<file path="config.mk">
export PLATFORM = sky130hd
export DESIGN_NAME = oscsu_ctrl
export DESIGN_NICKNAME = d
export VERILOG_FILES = /design/src/rtl/oscsu_pkg.sv /design/src/rtl/oscsu_ctrl.sv
export VERILOG_INCLUDE_DIRS = /design/src /design/src/rtl
export SDC_FILE = /design/constraint.sdc
export NUM_CORES = 1
export LEC_CHECK = 0
export ABC_AREA = 0
export BUFFER_PORTS_ARGS = -buffer_cell sky130_fd_sc_hd__buf_2
export CAP_MARGIN = 0
export CORE_MARGIN = 5
export CORE_UTILIZATION = 25
export CTS_CLUSTER_DIAMETER = 60
export DETAILED_ROUTE_END_ITERATION = 6
export PLACE_DENSITY_LB_ADDON = 0.2
export SYNTH_ARGS = -nofsm -noshare
export SYNTH_HDL_FRONTEND = slang
export SYNTH_SLANG_ARGS = --single-unit
</file>
<file path="constraint.sdc">
create_clock -name i_ref_clk -period 2.31 [get_ports i_ref_clk]
set_input_delay 0.3465 -clock i_ref_clk [delete_from_list [all_inputs] [get_ports i_ref_clk]]
set_output_delay 0.3465 -clock i_ref_clk [all_outputs]
set_load 0.05 [all_outputs]
</file>
<file path="src/rtl/oscsu_params.svh">
`ifndef OSCSU_PARAMS_SVH
`define OSCSU_PARAMS_SVH

// ------------------------------------------------------------
// register byte offsets on the bus
// ------------------------------------------------------------
`define OSCSU_A_CTRL 8'h00
`define OSCSU_A_CFG1 8'h04
`define OSCSU_A_KEY  8'h08
`define OSCSU_A_STAT 8'h0C

// unlock keys, written in this order to the key register
`define OSCSU_KEY1 32'h5A5A1234
`define OSCSU_KEY2 32'hA5A54321

// ------------------------------------------------------------
// clock control register fields
// ------------------------------------------------------------
`define OSCSU_CC_LOD  29:27
`define OSCSU_CC_RCD  26:24
`define OSCSU_CC_ARDY 22
`define OSCSU_CC_LMUL 18:16
`define OSCSU_CC_CUR  14:12
`define OSCSU_CC_NEW  10:8
`define OSCSU_CC_LOCK 5
`define OSCSU_CC_AEN  1
`define OSCSU_CC_SWR  0

// ------------------------------------------------------------
// configuration word fields
// ------------------------------------------------------------
`define OSCSU_C1_SRC  2:0
`define OSCSU_C1_AHW  5
`define OSCSU_C1_DRV  7:6
`define OSCSU_C1_PIN2 9
`define OSCSU_C2_LID  2:0
`define OSCSU_C2_LMUL 6:4
`define OSCSU_C2_LOD  18:16

// ------------------------------------------------------------
// status register fields
// ------------------------------------------------------------
`define OSCSU_ST_PRDY 0
`define OSCSU_ST_ARDY 1
`define OSCSU_ST_LOCK 2
`define OSCSU_ST_OPEN 3
`define OSCSU_ST_PCNT 13:4
`define OSCSU_ST_ACNT 25:16

// ------------------------------------------------------------
// timing
// ------------------------------------------------------------
`define OSCSU_OST_LAST  10'h3FF
`define OSCSU_WARM_LAST 10'h3FF
`define OSCSU_CLK_NS    8
`define OSCSU_LOCK_NS   2000
`define OSCSU_LOCK_CYC  ((`OSCSU_LOCK_NS + `OSCSU_CLK_NS - 1) / `OSCSU_CLK_NS)
`define OSCSU_LOCK_W    9
`define OSCSU_LID_DIV2  3'h1

`endif

</file>
<file path="src/rtl/oscsu_pkg.sv">
package oscsu_pkg;

    typedef enum logic [2:0] {
        SRC_RC     = 3'b000,
        SRC_RCPLL  = 3'b001,
        SRC_PRI    = 3'b010,
        SRC_PRIPLL = 3'b011,
        SRC_AUX    = 3'b100,
        SRC_LPRC   = 3'b101,
        SRC_RC16   = 3'b110,
        SRC_RCDIV  = 3'b111
    } oscsu_src_t;

    typedef enum logic [1:0] {
        DRV_DRIVEN = 2'b00,
        DRV_MED    = 2'b01,
        DRV_HIGH   = 2'b10,
        DRV_RSVD   = 2'b11
    } oscsu_drv_t;

    typedef enum logic [1:0] {
        KEY_LOCKED = 2'b00,
        KEY_HALF   = 2'b01,
        KEY_OPEN   = 2'b10
    } oscsu_key_t;

endpackage : oscsu_pkg

</file>
<file path="src/rtl/oscsu_ctrl.sv">
// What this block does
// - default source code 010 picks primary alone, 011 primary through the loop
// - drive mode picks high-gain crystal, medium-gain crystal or driven clock
// - drive mode codes: 10 high gain, 01 medium gain, 00 driven clock
// - loop output divider sits in control bits 29:27, writable, default from config
// - 10-bit start-up timer holds primary clock back for 1024 oscillator cycles
// - start-up timer counts only once valid oscillator edges are seen
// - full start-up timeout after power-on, brown-out and wake from sleep
// - start-up timeout covers both crystal modes and the secondary source
// - driven clock mode bypasses the start-up timer, with or without loop
// - crystal modes reserve the primary output pin for feedback while primary is the default or current source
// - driven clock disables feedback; output pin is I/O or bus clock
// - config bit 9 picks bus clock or digital I/O for a free output pin
// - config bit 5 is the hardware enable of the secondary source
// - control bit 1 starts secondary source and gives it both its pins
// - control register writes are blocked unless the unlock sequence came first
// - secondary warm-up counts to 1024 then sets ready in control bit 22
// - secondary source runs as long as its software enable and config bit 5 are both set
// - returning to a crystal or loop primary source repeats the start-up delay
// - rc output divider in control bits 26:24, undivided plus seven ratios
// - rc divided mode is active while current source reads 111
// - rc loop mode is active while current source reads 001
// - rc loop mode forces loop input divide-by-2, other loop settings stay
// - loop lock clears on input change, sets on lock or timer expiry
//
// Local design decisions: the APB interface to the registers and the register offsets.

`include "oscsu_params.svh"

module oscsu_ctrl (
    input  wire logic                 i_ref_clk,
    input  wire logic                 i_resetn,
    input  wire logic                 i_psel,
    input  wire logic                 i_penable,
    input  wire logic                 i_pwrite,
    input  wire logic [7:0]           i_paddr,
    input  wire logic [31:0]          i_pwdata,
    output logic      [31:0]          o_prdata,
    output logic                      o_pready,
    output logic                      o_pslverr,
    input  wire logic [31:0]          i_config_word_one,
    input  wire logic [31:0]          i_config_word_two,
    input  wire logic                 i_primary_pin_in,
    input  wire logic                 i_primary_amp_ok,
    input  wire logic                 i_aux_pin_in,
    input  wire logic                 i_aux_amp_ok,
    input  wire logic                 i_bor_restart,
    input  wire logic                 i_sleep_wake,
    input  wire logic                 i_loop_locked,
    output logic                      o_primary_clk_ready,
    output logic      [1:0]           o_primary_gain,
    output logic                      o_feedback_en,
    output logic                      o_pin2_peripheral_bus_clock_out,
    output logic                      o_pin2_gpio_avail,
    output logic                      o_aux_pins_osc,
    output logic                      o_aux_crystal_ready,
    output oscsu_pkg::oscsu_src_t     o_current_clock_source,
    output logic                      o_loop_lock_status,
    output logic      [2:0]           o_loop_in_div,
    output logic      [2:0]           o_loop_mult,
    output logic      [8:0]           o_loop_out_ratio,
    output logic      [8:0]           o_rc_div_ratio
);
    import oscsu_pkg::*;

    localparam logic [`OSCSU_LOCK_W-1:0] LOCK_LAST = `OSCSU_LOCK_W'(`OSCSU_LOCK_CYC - 1);

    // ------------------------------------------------------------
    // helpers
    // ------------------------------------------------------------

    // ratio table shared by the rc divider and the loop output divider;
    // note the jump from 64 straight to 256
    function automatic logic [8:0] div_ratio(input logic [2:0] code);
        logic [8:0] r;
        r = 9'h001;
        unique case (code)
            3'h0: r = 9'h001;
            3'h1: r = 9'h002;
            3'h2: r = 9'h004;
            3'h3: r = 9'h008;
            3'h4: r = 9'h010;
            3'h5: r = 9'h020;
            3'h6: r = 9'h040;
            3'h7: r = 9'h100;
        endcase
        return r;
    endfunction : div_ratio

    function automatic logic uses_loop(input oscsu_src_t s);
        return (s == SRC_RCPLL) || (s == SRC_PRIPLL);
    endfunction : uses_loop

    function automatic logic is_primary(input oscsu_src_t s);
        return (s == SRC_PRI) || (s == SRC_PRIPLL);
    endfunction : is_primary

    // ------------------------------------------------------------
    // state
    // ------------------------------------------------------------
    oscsu_key_t       key_st;
    oscsu_src_t       cur_src;
    oscsu_src_t       new_src;
    logic [2:0]       lod;
    logic [2:0]       rcd;
    logic [2:0]       lmul;
    logic             aux_sw_en;
    logic             sw_req;
    logic [9:0]       pri_cnt;
    logic             pri_done;
    logic             pri_pin_q;
    logic [9:0]       aux_cnt;
    logic             aux_rdy;
    logic             aux_pin_q;
    logic             lock;
    logic [`OSCSU_LOCK_W-1:0] lock_cnt;

    // ------------------------------------------------------------
    // configuration decode
    // ------------------------------------------------------------
    oscsu_drv_t drv;
    oscsu_src_t cfg_src;
    logic       crystal;
    logic       pri_ok;
    logic       aux_on;
    logic       restart;

    assign drv     = oscsu_drv_t'(i_config_word_one[`OSCSU_C1_DRV]);
    assign cfg_src = oscsu_src_t'(i_config_word_one[`OSCSU_C1_SRC]);

    always_comb begin
        crystal = 1'b0;
        unique case (drv)
            DRV_HIGH:   crystal = 1'b1;
            DRV_MED:    crystal = 1'b1;
            DRV_DRIVEN: crystal = 1'b0;
            DRV_RSVD:   crystal = 1'b0;
        endcase
    end

    assign pri_ok  = !crystal || pri_done;
    assign aux_on  = i_config_word_one[`OSCSU_C1_AHW] && aux_sw_en;
    assign restart = i_bor_restart || i_sleep_wake;

    // ------------------------------------------------------------
    // apb decode
    // ------------------------------------------------------------
    logic acc;
    logic wr;
    logic phase;
    logic sel_ctrl;
    logic sel_cfg1;
    logic sel_key;
    logic sel_stat;
    logic ctrl_wr;
    logic bad;

    assign acc      = i_psel && i_penable && o_pready;
    assign wr       = acc && i_pwrite;
    // access phase before the answer is given
    assign phase    = i_psel && i_penable && !o_pready;
    assign sel_ctrl = i_paddr == `OSCSU_A_CTRL;
    assign sel_cfg1 = i_paddr == `OSCSU_A_CFG1;
    assign sel_key  = i_paddr == `OSCSU_A_KEY;
    assign sel_stat = i_paddr == `OSCSU_A_STAT;
    assign ctrl_wr  = wr && sel_ctrl && (key_st == KEY_OPEN);

    always_comb begin
        bad = !(sel_ctrl || sel_cfg1 || sel_key || sel_stat);
        if (i_pwrite && (sel_cfg1 || sel_stat)) begin
            bad = 1'b1;
        end
        if (i_pwrite && sel_ctrl && (key_st != KEY_OPEN)) begin
            bad = 1'b1;
        end
    end

    // ------------------------------------------------------------
    // unlock sequence
    // ------------------------------------------------------------
    // two keys back to back, good for one write
    always_ff @(posedge i_ref_clk) begin
        if (!i_resetn) begin
            key_st <= KEY_LOCKED;
        end else if (wr) begin
            unique case (key_st)
                KEY_LOCKED: begin
                    if (sel_key && i_pwdata == `OSCSU_KEY1) begin
                        key_st <= KEY_HALF;
                    end
                end
                KEY_HALF: begin
                    if (sel_key && i_pwdata == `OSCSU_KEY2) begin
                        key_st <= KEY_OPEN;
                    end else begin
                        key_st <= KEY_LOCKED;
                    end
                end
                KEY_OPEN: key_st <= KEY_LOCKED;
                default:  key_st <= KEY_LOCKED;
            endcase
        end
    end

    // ------------------------------------------------------------
    // control register
    // ------------------------------------------------------------
    logic tgt_ready;
    logic sw_done;
    logic sw_start_pri;

    always_comb begin
        tgt_ready = 1'b1;
        if (is_primary(new_src)) begin
            tgt_ready = pri_ok;
        end else if (new_src == SRC_AUX) begin
            tgt_ready = aux_rdy;
        end
    end

    assign sw_done      = sw_req && tgt_ready;
    // new switch to primary restarts the start-up delay
    assign sw_start_pri = ctrl_wr && i_pwdata[`OSCSU_CC_SWR]
                          && is_primary(oscsu_src_t'(i_pwdata[`OSCSU_CC_NEW]));

    // runtime loop settings, defaults copied from config at reset
    always_ff @(posedge i_ref_clk) begin
        if (!i_resetn) begin
            lod       <= i_config_word_two[`OSCSU_C2_LOD];
            lmul      <= i_config_word_two[`OSCSU_C2_LMUL];
            rcd       <= '0;
            aux_sw_en <= '0;
            new_src   <= cfg_src;
        end else if (ctrl_wr) begin
            lod       <= i_pwdata[`OSCSU_CC_LOD];
            lmul      <= i_pwdata[`OSCSU_CC_LMUL];
            rcd       <= i_pwdata[`OSCSU_CC_RCD];
            aux_sw_en <= i_pwdata[`OSCSU_CC_AEN];
            new_src   <= oscsu_src_t'(i_pwdata[`OSCSU_CC_NEW]);
        end
    end

    // current source starts from the configured default
    always_ff @(posedge i_ref_clk) begin
        if (!i_resetn) begin
            cur_src <= cfg_src;
            sw_req  <= '0;
        end else begin
            if (sw_done) begin
                cur_src <= new_src;
                sw_req  <= '0;
            end
            // a fresh request wins over completion
            if (ctrl_wr && i_pwdata[`OSCSU_CC_SWR]) begin
                sw_req <= 1'b1;
            end
        end
    end

    // ------------------------------------------------------------
    // primary start-up timer
    // ------------------------------------------------------------
    logic pri_edge;

    assign pri_edge = i_primary_pin_in && !pri_pin_q;

    always_ff @(posedge i_ref_clk) begin
        if (!i_resetn) begin
            pri_pin_q <= '0;
        end else begin
            pri_pin_q <= i_primary_pin_in;
        end
    end

    always_ff @(posedge i_ref_clk) begin
        if (!i_resetn || restart || sw_start_pri) begin
            pri_cnt  <= '0;
            pri_done <= '0;
        // count only valid edges; crystal modes only
        end else if (!pri_done && crystal && i_primary_amp_ok && pri_edge) begin
            if (pri_cnt == `OSCSU_OST_LAST) begin
                pri_done <= 1'b1;
            end else begin
                pri_cnt <= pri_cnt + 10'h001;
            end
        end
    end

    // ------------------------------------------------------------
    // secondary warm-up
    // ------------------------------------------------------------
    logic aux_edge;

    assign aux_edge = i_aux_pin_in && !aux_pin_q;

    always_ff @(posedge i_ref_clk) begin
        if (!i_resetn) begin
            aux_pin_q <= '0;
        end else begin
            aux_pin_q <= i_aux_pin_in;
        end
    end

    // warm-up to 1024 then ready; timeout also covers secondary
    always_ff @(posedge i_ref_clk) begin
        if (!i_resetn || !aux_on || restart) begin
            aux_cnt <= '0;
            aux_rdy <= '0;
        end else if (!aux_rdy && i_aux_amp_ok && aux_edge) begin
            if (aux_cnt == `OSCSU_WARM_LAST) begin
                aux_rdy <= 1'b1;
            end else begin
                aux_cnt <= aux_cnt + 10'h001;
            end
        end
    end

    // ------------------------------------------------------------
    // loop lock status
    // ------------------------------------------------------------
    logic loop_in_ok;

    assign loop_in_ok = is_primary(cur_src) ? pri_ok : 1'b1;

    // clear on input change, set on lock or timer expiry
    always_ff @(posedge i_ref_clk) begin
        if (!i_resetn || sw_done || restart || !uses_loop(cur_src)) begin
            lock     <= '0;
            lock_cnt <= '0;
        end else if (!lock && loop_in_ok) begin
            if (i_loop_locked || lock_cnt == LOCK_LAST) begin
                lock <= 1'b1;
            end else begin
                lock_cnt <= lock_cnt + `OSCSU_LOCK_W'(1);
            end
        end
    end

    // ------------------------------------------------------------
    // register read and bus answer
    // ------------------------------------------------------------
    logic [31:0] ctrl_word;
    logic [31:0] stat_word;
    logic [31:0] next_prdata;

    always_comb begin
        ctrl_word                 = '0;
        ctrl_word[`OSCSU_CC_LOD]  = lod;
        ctrl_word[`OSCSU_CC_RCD]  = rcd;
        ctrl_word[`OSCSU_CC_ARDY] = aux_rdy;
        ctrl_word[`OSCSU_CC_LMUL] = lmul;
        ctrl_word[`OSCSU_CC_CUR]  = cur_src;
        ctrl_word[`OSCSU_CC_NEW]  = new_src;
        ctrl_word[`OSCSU_CC_LOCK] = lock;
        ctrl_word[`OSCSU_CC_AEN]  = aux_sw_en;
        ctrl_word[`OSCSU_CC_SWR]  = sw_req;
    end

    always_comb begin
        stat_word                 = '0;
        stat_word[`OSCSU_ST_PRDY] = pri_ok;
        stat_word[`OSCSU_ST_ARDY] = aux_rdy;
        stat_word[`OSCSU_ST_LOCK] = lock;
        stat_word[`OSCSU_ST_OPEN] = key_st == KEY_OPEN;
        stat_word[`OSCSU_ST_PCNT] = pri_cnt;
        stat_word[`OSCSU_ST_ACNT] = aux_cnt;
    end

    always_comb begin
        next_prdata = '0;
        if (!i_pwrite) begin
            if (sel_ctrl) begin
                next_prdata = ctrl_word;
            end else if (sel_cfg1) begin
                next_prdata = i_config_word_one;
            end else if (sel_stat) begin
                next_prdata = stat_word;
            end
        end
    end

    // one wait state: the answer comes in the second access cycle
    always_ff @(posedge i_ref_clk) begin
        if (!i_resetn) begin
            o_pready  <= '0;
            o_pslverr <= '0;
            o_prdata  <= '0;
        end else begin
            o_pready  <= phase;
            o_pslverr <= phase && bad;
            o_prdata  <= phase ? next_prdata : '0;
        end
    end

    // ------------------------------------------------------------
    // pin and clock path outputs
    // ------------------------------------------------------------
    logic pri_selected;

    assign pri_selected = is_primary(cfg_src) || is_primary(cur_src);

    // crystal reserves the output pin when primary is default or current source; driven clock frees it
    always_ff @(posedge i_ref_clk) begin
        if (!i_resetn) begin
            o_feedback_en     <= '0;
            o_pin2_peripheral_bus_clock_out  <= '0;
            o_pin2_gpio_avail <= '0;
            o_primary_gain    <= '0;
        end else begin
            o_feedback_en     <= pri_selected && crystal;
            o_primary_gain    <= crystal ? drv : DRV_DRIVEN;
            // bit low gives bus clock out, high gives digital I/O
            o_pin2_peripheral_bus_clock_out  <= !(pri_selected && crystal)
                                 && !i_config_word_one[`OSCSU_C1_PIN2];
            o_pin2_gpio_avail <= !(pri_selected && crystal)
                                 && i_config_word_one[`OSCSU_C1_PIN2];
        end
    end

    always_ff @(posedge i_ref_clk) begin
        if (!i_resetn) begin
            o_primary_clk_ready <= '0;
            o_aux_pins_osc      <= '0;
            o_aux_crystal_ready <= '0;
            o_loop_lock_status  <= '0;
        end else begin
            o_primary_clk_ready <= pri_ok;
            o_aux_pins_osc      <= aux_on;
            o_aux_crystal_ready <= aux_rdy;
            o_loop_lock_status  <= lock;
        end
    end

    always_ff @(posedge i_ref_clk) begin
        if (!i_resetn) begin
            o_current_clock_source <= SRC_RC;
            o_loop_in_div          <= '0;
            o_loop_mult            <= '0;
            o_loop_out_ratio       <= '0;
            o_rc_div_ratio         <= '0;
        end else begin
            o_current_clock_source <= cur_src;
            // rc loop mode; forced input divide-by-2
            o_loop_in_div          <= (cur_src == SRC_RCPLL) ? `OSCSU_LID_DIV2
                                      : i_config_word_two[`OSCSU_C2_LID];
            o_loop_mult            <= lmul;
            o_loop_out_ratio       <= div_ratio(lod);
            // divider only in rc divided mode; ratio decode
            o_rc_div_ratio         <= (cur_src == SRC_RCDIV) ? div_ratio(rcd)
                                      : div_ratio('0);
        end
    end

endmodule : oscsu_ctrl

</file>
; Yosys cells after proc, flatten, opt, wreduce, memory -nomap -nowiden
; Memories as Yosys holds them, arrays and structs flattened. A register that Yosys moved wholly into a read port is not among the register bits.
; Index checks and enable logic that the tools add are counted.
[classes]
n_bitwise = 5
n_mux = 26
add_sub_neg = 3
n_reduce_logical = 79
n_eq_ne = 28
[ops]
columns = operator, n
row1 = $eq 32x31->1 const B, 1
row2 = $eq 32x32->1 const B, 1
row3 = $mux 32, 1
row4 = $mux 3, 10
row5 = $mux 30, 1
row6 = $logic_and 1x1->1, 27
row7 = $mux 26, 1
row8 = $eq 3x2->1 const B, 8
row9 = $add 10x1->10 const B, 2
row10 = $eq 10x10->1 const B, 2
row11 = $logic_or 1x1->1, 20
row12 = $reduce_and 2->1, 9
row13 = $eq 8x4->1 const B, 2
row14 = $logic_not 1->1, 14
row15 = $add 9x1->9 const B, 1
row16 = $eq 9x8->1 const B, 1
row17 = $mux 1, 9
row18 = $eq 8x3->1 const B, 1
row19 = $logic_not 8->1, 1
row20 = $eq 2x2->1 const B, 3
row21 = $eq 3x3->1 const B, 2
row22 = $reduce_or 2->1, 3
row23 = $not 1->1, 5
row24 = $eq 2x1->1 const B, 2
row25 = 10 further kinds, 14
[totals]
out_inout_bits = 70
rom_bits = 128
ff_bits = 123
input_bits = 116
mem_count = 2
wordCells = 178
[memory_table]
columns = name, depth, word_bits, rd, rd_clocked_by_memory_dff, wr, line_no
row1 = (no name shown), 8, 8, 1, 1, 0, oscsu_ctrl.sv:77  ; unique case (code)
row2 = (no name shown), 8, 8, 1, 1, 0, oscsu_ctrl.sv:77

; Longest topological paths before layout
; Gate-level depths: netlist (run 1).
[logic_depth]
ltp_word = 10
ltp_mapped = 7
mapped_depth_nobuf = 6

; Worst setup path before layout (run 1)
; No wires, ideal clock.
[synth_timing]
kind = input-to-reg
from = input i_resetn
to = register lmul[0] (enable)
cell_stages = 5
setup_time_ns = 0.311
t_arrival_ns = 1.605
required_time_ns = 1.999
setup_slack_ns = 0.394
cell_sequence = clkbuf_1 > buf_2 > clkbuf_1 > clkbuf_1 > nand2_1
[synth_via]
elab_chain_cells = 1
[synth_rtl]
columns = element, line_no
row1 = "start, declared", oscsu_ctrl.sv:32  ; input wire logic i_resetn,
row2 = $ne 2x1->1 (no line), --
row3 = "end signal, assigned", oscsu_ctrl.sv:230  ; lmul <= i_config_word_two[`OSCSU_C2_LMUL];
row4 = "end signal, assigned", oscsu_ctrl.sv:236  ; lmul <= i_pwdata[`OSCSU_CC_LMUL];
row5 = "end, declared", oscsu_ctrl.sv:106  ; logic [2:0] lmul;
; No other way between the ends.
; A chain may end at the register's enable or synchronous reset.

; Worst setup path in the final report (run 1)
[layout_timing]
from = register aux_rdy
to = register lock_cnt[1]
[layout_via]
elab_chain_cells = 6
[layout_rtl]
columns = element, line_no
row1 = "start, declared", oscsu_ctrl.sv:113  ; logic aux_rdy;
row2 = "start signal, assigned", oscsu_ctrl.sv:308  ; aux_rdy <= '0;
row3 = "start signal, assigned", oscsu_ctrl.sv:311  ; aux_rdy <= 1'b1;
row4 = $mux 1, oscsu_ctrl.sv:216  ; end else if (new_src == SRC_AUX) begin
row5 = $mux 1, oscsu_ctrl.sv:214  ; if (is_primary(new_src)) begin
row6 = $logic_and 1x1->1, oscsu_ctrl.sv:221  ; assign sw_done = sw_req && tgt_ready;
row7 = $logic_or 1x1->1 (3 in a row), oscsu_ctrl.sv:327  ; if (!i_resetn || sw_done || restart || !uses_loop(cur_src)) begin
row8 = "end signal, assigned", oscsu_ctrl.sv:334  ; lock_cnt <= lock_cnt + `OSCSU_LOCK_W'(1);
row9 = "end, declared", oscsu_ctrl.sv:116  ; logic [`OSCSU_LOCK_W-1:0] lock_cnt;
; No other way between the ends.

==> results.sh, run 1 <==
export IMPL_cap_violations=0
export IMPL_synth_enable_flop_cells=12
export IMPL_avgViaCountPerCell=4.60
export IMPL_design_die_area_mm2=0.0242
export IMPL_synthFlopType="dfxtp_1"
export IMPL_place_worst_setup_slack_ns=0.187
export IMPL_setup_slack_ns=0.418
export IMPL_worst_clk_skew_ns=0.00861
export IMPL_power_ir_vdd_worst_mv=0.343
export IMPL_first_global_vias=4642
export IMPL_die_width_um=156
export IMPL_initial_core_util_pct=25.3
export IMPL_setup_viol_count_final=0
export IMPL_ys_seq_area_share_pct=51.0
export IMPL_finalCoreUtilization_pct=33.9
export IMPL_drc=0
export IMPL_comb_power_share_pct=7.7
export IMPL_hp_class="input pin to register"
export IMPL_dp_hpwl_um=12600
export IMPL_path_cells="or4b_2, o311ai_1, nand3_2, a211oi_1"
export IMPL_powerDensity_mw_per_mm2=779
export IMPL_routed_wl_um=16400
export IMPL_worst_path_max_fanout=10
export IMPL_slew_headroom_pct=60.4
export IMPL_post_route_min_period_ns=1.89
export IMPL_cts_tree="done"
export IMPL_grt_util_all_layers_pct=13.6
export IMPL_clkSinkCount=129
export IMPL_commonest_non_fill_non_tap_cells_in_the_layout="buf_2, dfxtp_1, nor2_1"
export IMPL_async_flop_share_pct=0
export IMPL_synth_cells=566
export IMPL_ys_warnings_count=0
export IMPL_avgRoutedWirePerCell_um=15.9
export IMPL_criticalPathCategory="register to register"
export IMPL_h_tree_lvls=4
export IMPL_power_switching_w=0.00139
export IMPL_synth_seq_cells=129
export IMPL_post_synth_cell_area_avg_um2=9.36
export IMPL_cts_root_to_sink_buffers=2
export IMPL_core_area_mm2=0.0210
export IMPL_insertedDiodeCount=0
export IMPL_ys_types=57
export IMPL_grt_max_degree=32
export IMPL_buffer_ports_inserted=160
export IMPL_antenna_found_initial=1
export IMPL_regArea_mm2=0.00270
export IMPL_cts_setup_buffers=0
export IMPL_detailedRoute_firstIterationViolations=236
export IMPL_cp_slowest_stage_delay_ns=0.71
export IMPL_power_leakage_nw=3.06
export IMPL_setup_total_negative_slack_ns=0
export IMPL_insertion_delay_ns=0.42
export IMPL_timing_critical_path_from_type="register"
export IMPL_globalRouteOverflowTotal=0
export IMPL_netSwitchingFraction_pct=25.0
export IMPL_fillcell_total=2248
export IMPL_total_cell_area_at_the_placement_stage_mm2=0.00649
export IMPL_clkTransAtPathRegs_ns=0.06
export IMPL_cts_hold_buffers=0
export IMPL_globalplace_congestion=0.761
export IMPL_global_route_wire_length_before_repair_um=25400
export IMPL_dr_total_vias=4737
export IMPL_achievable_frequency_mhz=529
export IMPL_tightest_slew_ns=0.590
export IMPL_post_synth_top_area_cell="dfxtp_1"
export IMPL_root_buffer="clkbuf_16"
export IMPL_post_cts_resize_count=0
export IMPL_cp_end_kind="register"
export IMPL_crit_reg2reg_launch="aux_rdy"
export IMPL_firstDrtPassIters=4
export IMPL_grt_setup_unrepaired="false"
export IMPL_ff2ff_path_depth=4
export IMPL_die_y_um=156
export IMPL_synthToLayoutAreaGrowth_pct=34.2
export IMPL_area_of_combinational_cells_with_multiple_inputs_mm2=0.00243
export IMPL_buffers_and_inverters_on_the_worst_path=0
export IMPL_route_antenna_remaining_nets=0
export IMPL_number_of_clock_buffers_inserted_by_tritoncts=17
export IMPL_pwr_share_seq_pct=42.2
export IMPL_standard_cell_rows=53
export IMPL_run_status="completed"
export IMPL_fin_area_mm2=0.00711
export IMPL_worstHoldEndpoint="o_pin2_peripheral_bus_clock_out"
export IMPL_synth_area_mm2=0.00530
export IMPL_crit_path_top_delay_cell="or4b_2"
export IMPL_min_delay_path_depth=2
export IMPL_critPathArrivalTime_ns=2.22
export IMPL_pwr_share_clk_pct=50.1
export IMPL_power_internal_w=0.00415
export IMPL_rrSetupSlack_ns=0.42
export IMPL_timing_final_crit_share_pct=81.9
export IMPL_final_max_slew_viol_count=0
export IMPL_reg2reg_to="lock_cnt[1]"
export IMPL_cp_data_required_time_ns=2.64
export IMPL_synth_top_area_share_pct=44.2
export IMPL_design_portCount=186
export IMPL_drive_above_1_share_pct=30.8
export IMPL_synth_top_cells_by_area="dfxtp_1, edfxtp_1, nor2_1"
export IMPL_layout_cells_most_common="buf_2"
export IMPL_min_delay_start="i_config_word_one[9]"
export IMPL_timing_critical_path_max_delay_family="simple AND/OR/NAND/NOR gates"
export IMPL_timing_final_hold_violations=0
export IMPL_nets=861
-- stage by stage --
stage	hold WS [ns]	instances	power, W
detailed placement	0.411	997	0.00282
floorplan	0.406	567	0.00263
CTS	0.118	1029	0.00563
global placement	0.413	997	0.00282
finish	0.140	1029	0.00553
global route	0.131	1029	0.00579
-- cells by family after synthesis --
group	Yosys count	synth area share (%)
AND/OR/NAND/NOR	272	27.4
flip-flops	129	51.0
AO/OA/AOI/OAI	87	11.1
buffers and inverters	40	3.14
multiplexers	29	5.69
adder cells (fa/ha/maj)	4	0.945
XOR/XNOR	4	0.662
other	1	0.0708
-- final cells by class --
class	instances	share of cell area (%)
Sequential cell	129	38.0
Multi-Input combinational cell	398	34.2
Timing Repair Buffer	181	13.5
Clock buffer	18	6.34
Tap cell	275	4.84
Clock inverter	14	2.34
Inverter	14	0.740
-- flip-flops by register name, summed over array words and instances (netlist names), 8 cells and up, named ones only --
name / cells
pri_cnt: 10
aux_cnt: 10
lock_cnt: 9
o_loop_out_ratio: 8
o_rc_div_ratio: 8
o_prdata: 32
-- power by group through the flow --
stage	registers (W)	clock network (W)	logic, W
3_5_place_dp	0.00239	0	0.000433
5_1_grt	0.00234	0.00298	0.000467
6_report	0.00234	0.00277	0.000429
3_3_place_gp	0.00239	0	0.000432
4_1_cts	0.00234	0.00286	0.000434
2_1_floorplan	0.00247	0	0.000160
-- layer usage --
metal	vias to the layer above	wire, um	global-route usage, %
li1	2385	-	-
met1	2218	7400	17.7
met2	118	7880	22.0
met3	14	879	3.99
met4	2	214	4.04
met5	-	7	0
-- cells in the mapped netlist, drive strengths merged, types with 4 or more instances --
master   number
nand4         8
nand3        13
buf          11
nand2b        9
o21ai        14
nor3         10
nand2        56
a2111oi      13
clkbuf       15
nand4b        4
nor3b         4
and2         19
nor4          4
dfxtp       117
edfxtp       12
or4          12
and3          8
and4          6
mux2i        20
mux2          9
ha            4
a21oi        26
or3          15
o31ai        14
nor2         85
nor4b         4
inv          14
-- worst max path at each step --
stage / start / endpoint / cells after the start
3_5_place_dp: i_paddr[3] / pri_cnt[2] / 6
4_1_cts: aux_rdy / lock_cnt[1] / 4
3_3_place_gp: i_paddr[3] / pri_cnt[2] / 6
2_1_floorplan: i_resetn / lmul[0] / 5
6_report: aux_rdy / lock_cnt[1] / 4
5_1_grt: aux_rdy / lock_cnt[1] / 4
(Power assumes the default switching activity.)
==> inputs of run 2 (changes only) <==
Clock period 2.31 ns to 1.8 ns, I/O delays scaled along.
==> results.sh, run 2 (synthesis results as in run 1) <==
export IMPL_avgRoutedWirePerCell_um=15.8
export IMPL_clkTransAtPathRegs_ns=0.06
export IMPL_powerDensity_mw_per_mm2=943
export IMPL_min_delay_start="i_config_word_one[9]"
export IMPL_cts_root_to_sink_buffers=2
export IMPL_global_route_usage_met1_pct=18.2
export IMPL_final_max_slew_viol_count=0
export IMPL_path_cells="inv_1, ha_1, nor4bb_2, a31o_2, buf_4, or4_4, a21oi_2"
export IMPL_achievable_frequency_mhz=569
export IMPL_cp_slowest_stage_delay_ns=0.41
export IMPL_nets=908
export IMPL_synthToLayoutAreaGrowth_pct=42.4
export IMPL_place_worst_setup_slack_ns=-0.102
export IMPL_run_status="completed"
export IMPL_crit_reg2reg_launch="lock_cnt[1]"
export IMPL_largest_reg_flops=32
export IMPL_drc=0
export IMPL_route_antenna_remaining_nets=0
export IMPL_globalplace_congestion=0.805
export IMPL_routed_wl_um=17000
export IMPL_setup_viol_count_final=0
export IMPL_global_route_wire_length_before_repair_um=26300
export IMPL_cts_hold_buffers=0
export IMPL_dp_hpwl_um=13000
export IMPL_setup_crit_start="lock_cnt[1]"
export IMPL_setup_slack_ns=0.0434
export IMPL_globalRoute_busiestLayer="met2"
export IMPL_avgViaCountPerCell=4.60
export IMPL_power_leakage_nw=3.31
export IMPL_criticalPathCategory="register to register"
export IMPL_commonest_non_fill_non_tap_cells_in_the_layout="buf_2, dfxtp_1, nor2_1"
export IMPL_first_global_vias=4876
export IMPL_firstDrtPassIters=4
export IMPL_total_cell_area_at_the_placement_stage_mm2=0.00685
export IMPL_timing_final_crit_share_pct=97.6
export IMPL_dr_total_vias=4954
export IMPL_die_y_um=156
export IMPL_worst_clk_skew_ns=0.0103
export IMPL_worst_path_max_fanout=6
export IMPL_die_width_um=156
export IMPL_grt_max_degree=32
export IMPL_drive_above_1_share_pct=35.6
export IMPL_slew_headroom_pct=65.4
export IMPL_max_flop_register="o_prdata"
export IMPL_standard_cell_rows=53
export IMPL_design_die_area_mm2=0.0242
export IMPL_core_area_mm2=0.0210
export IMPL_cts_tree="done"
export IMPL_hp_class="input pin to register"
export IMPL_crit_path_top_delay_cell="or4_4"
export IMPL_power_ir_vdd_worst_mv=0.460
export IMPL_design_portCount=186
export IMPL_post_route_min_period_ns=1.76
export IMPL_layout_cells_most_common="buf_2"
export IMPL_initial_core_util_pct=25.3
export IMPL_critPathArrivalTime_ns=2.11
export IMPL_timing_final_hold_violations=0
export IMPL_cap_violations=0
export IMPL_reg_top3="o_prdata (32), aux_cnt (10), pri_cnt (10)"
export IMPL_fin_area_mm2=0.00754
export IMPL_grt_util_all_layers_pct=14.2
export IMPL_root_buffer="clkbuf_16"
export IMPL_clkSinkCount=129
export IMPL_detailedRoute_firstIterationViolations=211
export IMPL_global_route_usage_met2_pct=23.1
export IMPL_buffer_ports_inserted=160
export IMPL_ff2ff_path_depth=7
export IMPL_timing_critical_path_from_type="register"
export IMPL_globalRouteOverflowTotal=0
export IMPL_insertion_delay_ns=0.42
export IMPL_min_delay_path_depth=2
export IMPL_antenna_found_initial=0
export IMPL_grt_setup_unrepaired="true"
export IMPL_globalRouteMet3Util_pct=3.83
export IMPL_cp_end_kind="register"
export IMPL_number_of_clock_buffers_inserted_by_tritoncts=17
export IMPL_h_tree_lvls=4
export IMPL_tightest_slew_ns=0.518
export IMPL_insertedDiodeCount=0
export IMPL_cp_data_required_time_ns=2.15
## run 2: cell types whose count changed in the layout (fill, tap and decap cells not counted), sizes merged
cell    before  now
buf        181  227
clkbuf      18   25
inv         20   14
a31o         2    3
bufinv       2    1
## run 2: area by class of cell
| class | instances | area (um^2) |
|---|---|---|
| clock inverters | 7 | 70.1 |
| fillers | 2206 | 13400 |
| repair buffers | 227 | 1350 |
| multi-input cells | 399 | 2480 |
| flip-flops and latches | 129 | 2710 |
| clock buffers | 25 | 538 |
| well taps | 275 | 344 |
| inverters | 14 | 52.6 |
## run 2: per-stage QoR
step / hold WS (ns) / utilization, % / cells / power [W] / TNS [ns]
floorplan: 0.342 / - / 567 / 0.00337 / 0
global placement: 0.409 / 32.7 / 1038 / 0.00368 / -1.27
detailed placement: 0.412 / 32.7 / 1038 / 0.00368 / -1.86
CTS: 0.0617 / 35.6 / 1070 / 0.00719 / 0
global route: 0.0698 / 36.0 / 1076 / 0.00737 / -0.0226
finish: 0.0744 / 36.0 / 1076 / 0.00711 / 0
## run 2: critical path, delay by kind of cell, from the launching register on
family          cells  cell delay (ns)
compound gates      2             0.41
flops               1             0.32
simple gates        2             0.59
fa+ha+maj           1             0.18
buf+inv             2             0.20
## run 2: worst paths after layout
kind	endpoint	slack, ns
max	lock_cnt[0]	0.04
min	o_pin2_peripheral_bus_clock_out	0.07
max reg2reg	lock_cnt[0]	0.04
min reg2reg	o_rc_div_ratio[6]	0.42
## run 2: power breakdown
part | leakage (nW) | switching, W | internal (W)
clock | 0.300 | 0.00128 | 0.00221
sequential | 1.07 | 0.0000279 | 0.00296
combinational | 1.95 | 0.000380 | 0.000254
total | 3.31 | 0.00168 | 0.00543
## run 2: routing by layer
layer | routed length, um | share of wire, % | up-vias
li1 | - | - | 2482
met1 | 7550 | 44 | 2326
met5 | 0 | 0 | -
met3 | 959 | 5.6 | 17
met4 | 283 | 1.7 | 0
met2 | 8230 | 48 | 129
## run 2: what timing repair did
item                       in CTS  in global routing
setup endpoints to repair       0                 13
setup buffers                   0                  5
gates resized for setup         0                  9
==> inputs of run 3 (changes only) <==
Settings changed: ABC_CLOCK_PERIOD_IN_PS set to 1800, BUFFER_PORTS_ARGS -buffer_cell sky130_fd_sc_hd__buf_2 to -buffer_cell sky130_fd_sc_hd__buf_4.
==> results.sh, run 3 (synthesis results as in run 1) <==
export IMPL_design_die_area_mm2=0.0242
export IMPL_power_leakage_nw=3.31
export IMPL_drive_above_1_share_pct=35.2
export IMPL_layout_cells_most_common="buf_4"
export IMPL_insertedDiodeCount=0
export IMPL_globalplace_congestion=0.832
export IMPL_criticalPathCategory="register to register"
export IMPL_crit_path_top_delay_cell="or4_1"
export IMPL_tightest_slew_ns=0.606
export IMPL_clkSinkCount=129
export IMPL_drc=0
export IMPL_worst_clk_skew_ns=0.0124
export IMPL_buffer_ports_inserted=160
export IMPL_nets=896
export IMPL_post_route_min_period_ns=1.77
export IMPL_cts_tree="done"
export IMPL_largest_reg_flops=32
export IMPL_clkTransAtPathRegs_ns=0.06
export IMPL_route_antenna_remaining_nets=0
export IMPL_pwr_share_clk_pct=47.8
export IMPL_avgRoutedWirePerCell_um=16.3
export IMPL_timing_critical_path_from_type="register"
export IMPL_detailedRoute_firstIterationViolations=230
export IMPL_cp_end_kind="register"
export IMPL_cp_data_required_time_ns=2.16
export IMPL_pwr_share_seq_pct=42.4
export IMPL_final_max_slew_viol_count=0
export IMPL_core_area_mm2=0.0210
export IMPL_run_status="completed"
export IMPL_grt_max_degree=27
export IMPL_antenna_found_initial=0
export IMPL_powerDensity_mw_per_mm2=899
export IMPL_timing_final_crit_share_pct=98.1
export IMPL_cap_violations=0
export IMPL_path_cells="inv_1, ha_1, nor4bb_4, a31o_2, or4_1, a21oi_2"
export IMPL_power_ir_vdd_worst_mv=0.517
export IMPL_finalCoreUtilization_pct=37.5
export IMPL_fin_area_mm2=0.00786
export IMPL_first_global_vias=5071
export IMPL_fin_total_pwr_w=0.00706
export IMPL_root_buffer="clkbuf_16"
export IMPL_global_route_wire_length_before_repair_um=26700
export IMPL_dp_hpwl_um=13200
export IMPL_cp_slowest_stage_delay_ns=0.49
export IMPL_critPathArrivalTime_ns=2.12
export IMPL_die_y_um=156
export IMPL_setup_viol_count_final=0
export IMPL_number_of_clock_buffers_inserted_by_tritoncts=17
export IMPL_min_delay_path_depth=2
export IMPL_max_flop_register="o_prdata"
export IMPL_timing_final_hold_violations=0
export IMPL_cts_root_to_sink_buffers=2
export IMPL_avgViaCountPerCell=4.69
export IMPL_die_width_um=156
export IMPL_total_cell_area_at_the_placement_stage_mm2=0.00717
export IMPL_hp_class="input pin to register"
export IMPL_initial_core_util_pct=25.3
export IMPL_worst_path_max_fanout=5
export IMPL_h_tree_lvls=4
export IMPL_grt_setup_unrepaired="true"
export IMPL_commonest_non_fill_non_tap_cells_in_the_layout="buf_4, dfxtp_1, nor2_1"
export IMPL_netSwitchingFraction_pct=24.7
export IMPL_dr_total_vias=4993
export IMPL_globalRouteOverflowTotal=0
export IMPL_routed_wl_um=17300
export IMPL_reg_top3="o_prdata (32), aux_cnt (10), pri_cnt (10)"
export IMPL_ff2ff_path_depth=6
export IMPL_design_portCount=186
export IMPL_firstDrtPassIters=4
export IMPL_setup_total_negative_slack_ns=0
export IMPL_grt_util_all_layers_pct=14.1
export IMPL_power_switching_w=0.00175
export IMPL_achievable_frequency_mhz=566
export IMPL_standard_cell_rows=53
export IMPL_insertion_delay_ns=0.42
export IMPL_slew_headroom_pct=59.6
export IMPL_power_internal_w=0.00531
export IMPL_synthToLayoutAreaGrowth_pct=48.3
export IMPL_comb_power_share_pct=9.8
-- run 3: changes by cell type in the layout (fill, tap and decap cells not counted), sizes merged --
cell and delta:
buf -13, inv +4, a31o +1, clkinv +1, clkbuf -6, clkinvlp +1
-- run 3: worst paths after layout --
kind                   startpoint                               to  slack (ns)
max                   lock_cnt[1]                      lock_cnt[7]        0.03
min reg2reg              register                o_rc_div_ratio[4]        0.43
max reg2reg           lock_cnt[1]                      lock_cnt[7]        0.03
min          i_config_word_one[9]  o_pin2_peripheral_bus_clock_out        0.04
-- run 3: cell type report --
type / instances / area, um^2
clock buffer: 19 / 464
clock inverter: 13 / 125
fill: 2179 / 13100
inverter: 14 / 52.6
multi-input combinational: 400 / 2510
sequential: 129 / 2710
tap: 275 / 344
timing repair buffer: 214 / 1660
-- run 3: worst max-delay path: cells and delay by family, from the launching register on --
| family | cells | cell delay (ns) |
|---|---|---|
| compound gates | 2 | 0.45 |
| fa+ha+maj | 1 | 0.18 |
| buf+inv | 1 | 0.06 |
| flops | 1 | 0.35 |
| simple gates | 2 | 0.66 |
-- run 3: per-layer routing --
| metal | wire [um] | track usage [%] | share of wire [%] | up-vias |
|---|---|---|---|---|
| met5 | 0 | 0 | 0 | - |
| met4 | 290 | 4.59 | 1.7 | 0 |
| met3 | 1040 | 4.08 | 6.0 | 23 |
| met2 | 8570 | 23.3 | 49 | 152 |
| met1 | 7420 | 17.8 | 43 | 2355 |
| li1 | - | - | - | 2463 |
-- run 3: stage by stage --
step	worst slack (ns)	std cells	hold slack (ns)
CTS	0.000746	1060	0.0199
global placement	-0.195	1027	0.415
finish	0.0338	1064	0.0383
floorplan	0.0704	567	0.342
detailed placement	-0.191	1027	0.411
global route	-0.0272	1064	0.0196
-- run 3: power groups by stage --
stage / registers (W) / clock network (W) / logic [W]
after floorplan: 0.00316 / 0 / 0.000206
after global routing: 0.00300 / 0.00360 / 0.000742
after global placement: 0.00306 / 0 / 0.000679
after CTS: 0.00300 / 0.00346 / 0.000686
final: 0.00299 / 0.00338 / 0.000690
after detailed placement: 0.00306 / 0 / 0.000683
-- run 3: repair_timing --
action                                 4_1_cts  5_1_grt
hold buffers                                 0        0
setup buffers                                1        2
setup endpoints to repair                    9       23
pin swaps                                    2        3
endpoints found under the hold margin        0        0
cloned                                       0        2
resized for setup                            0       14
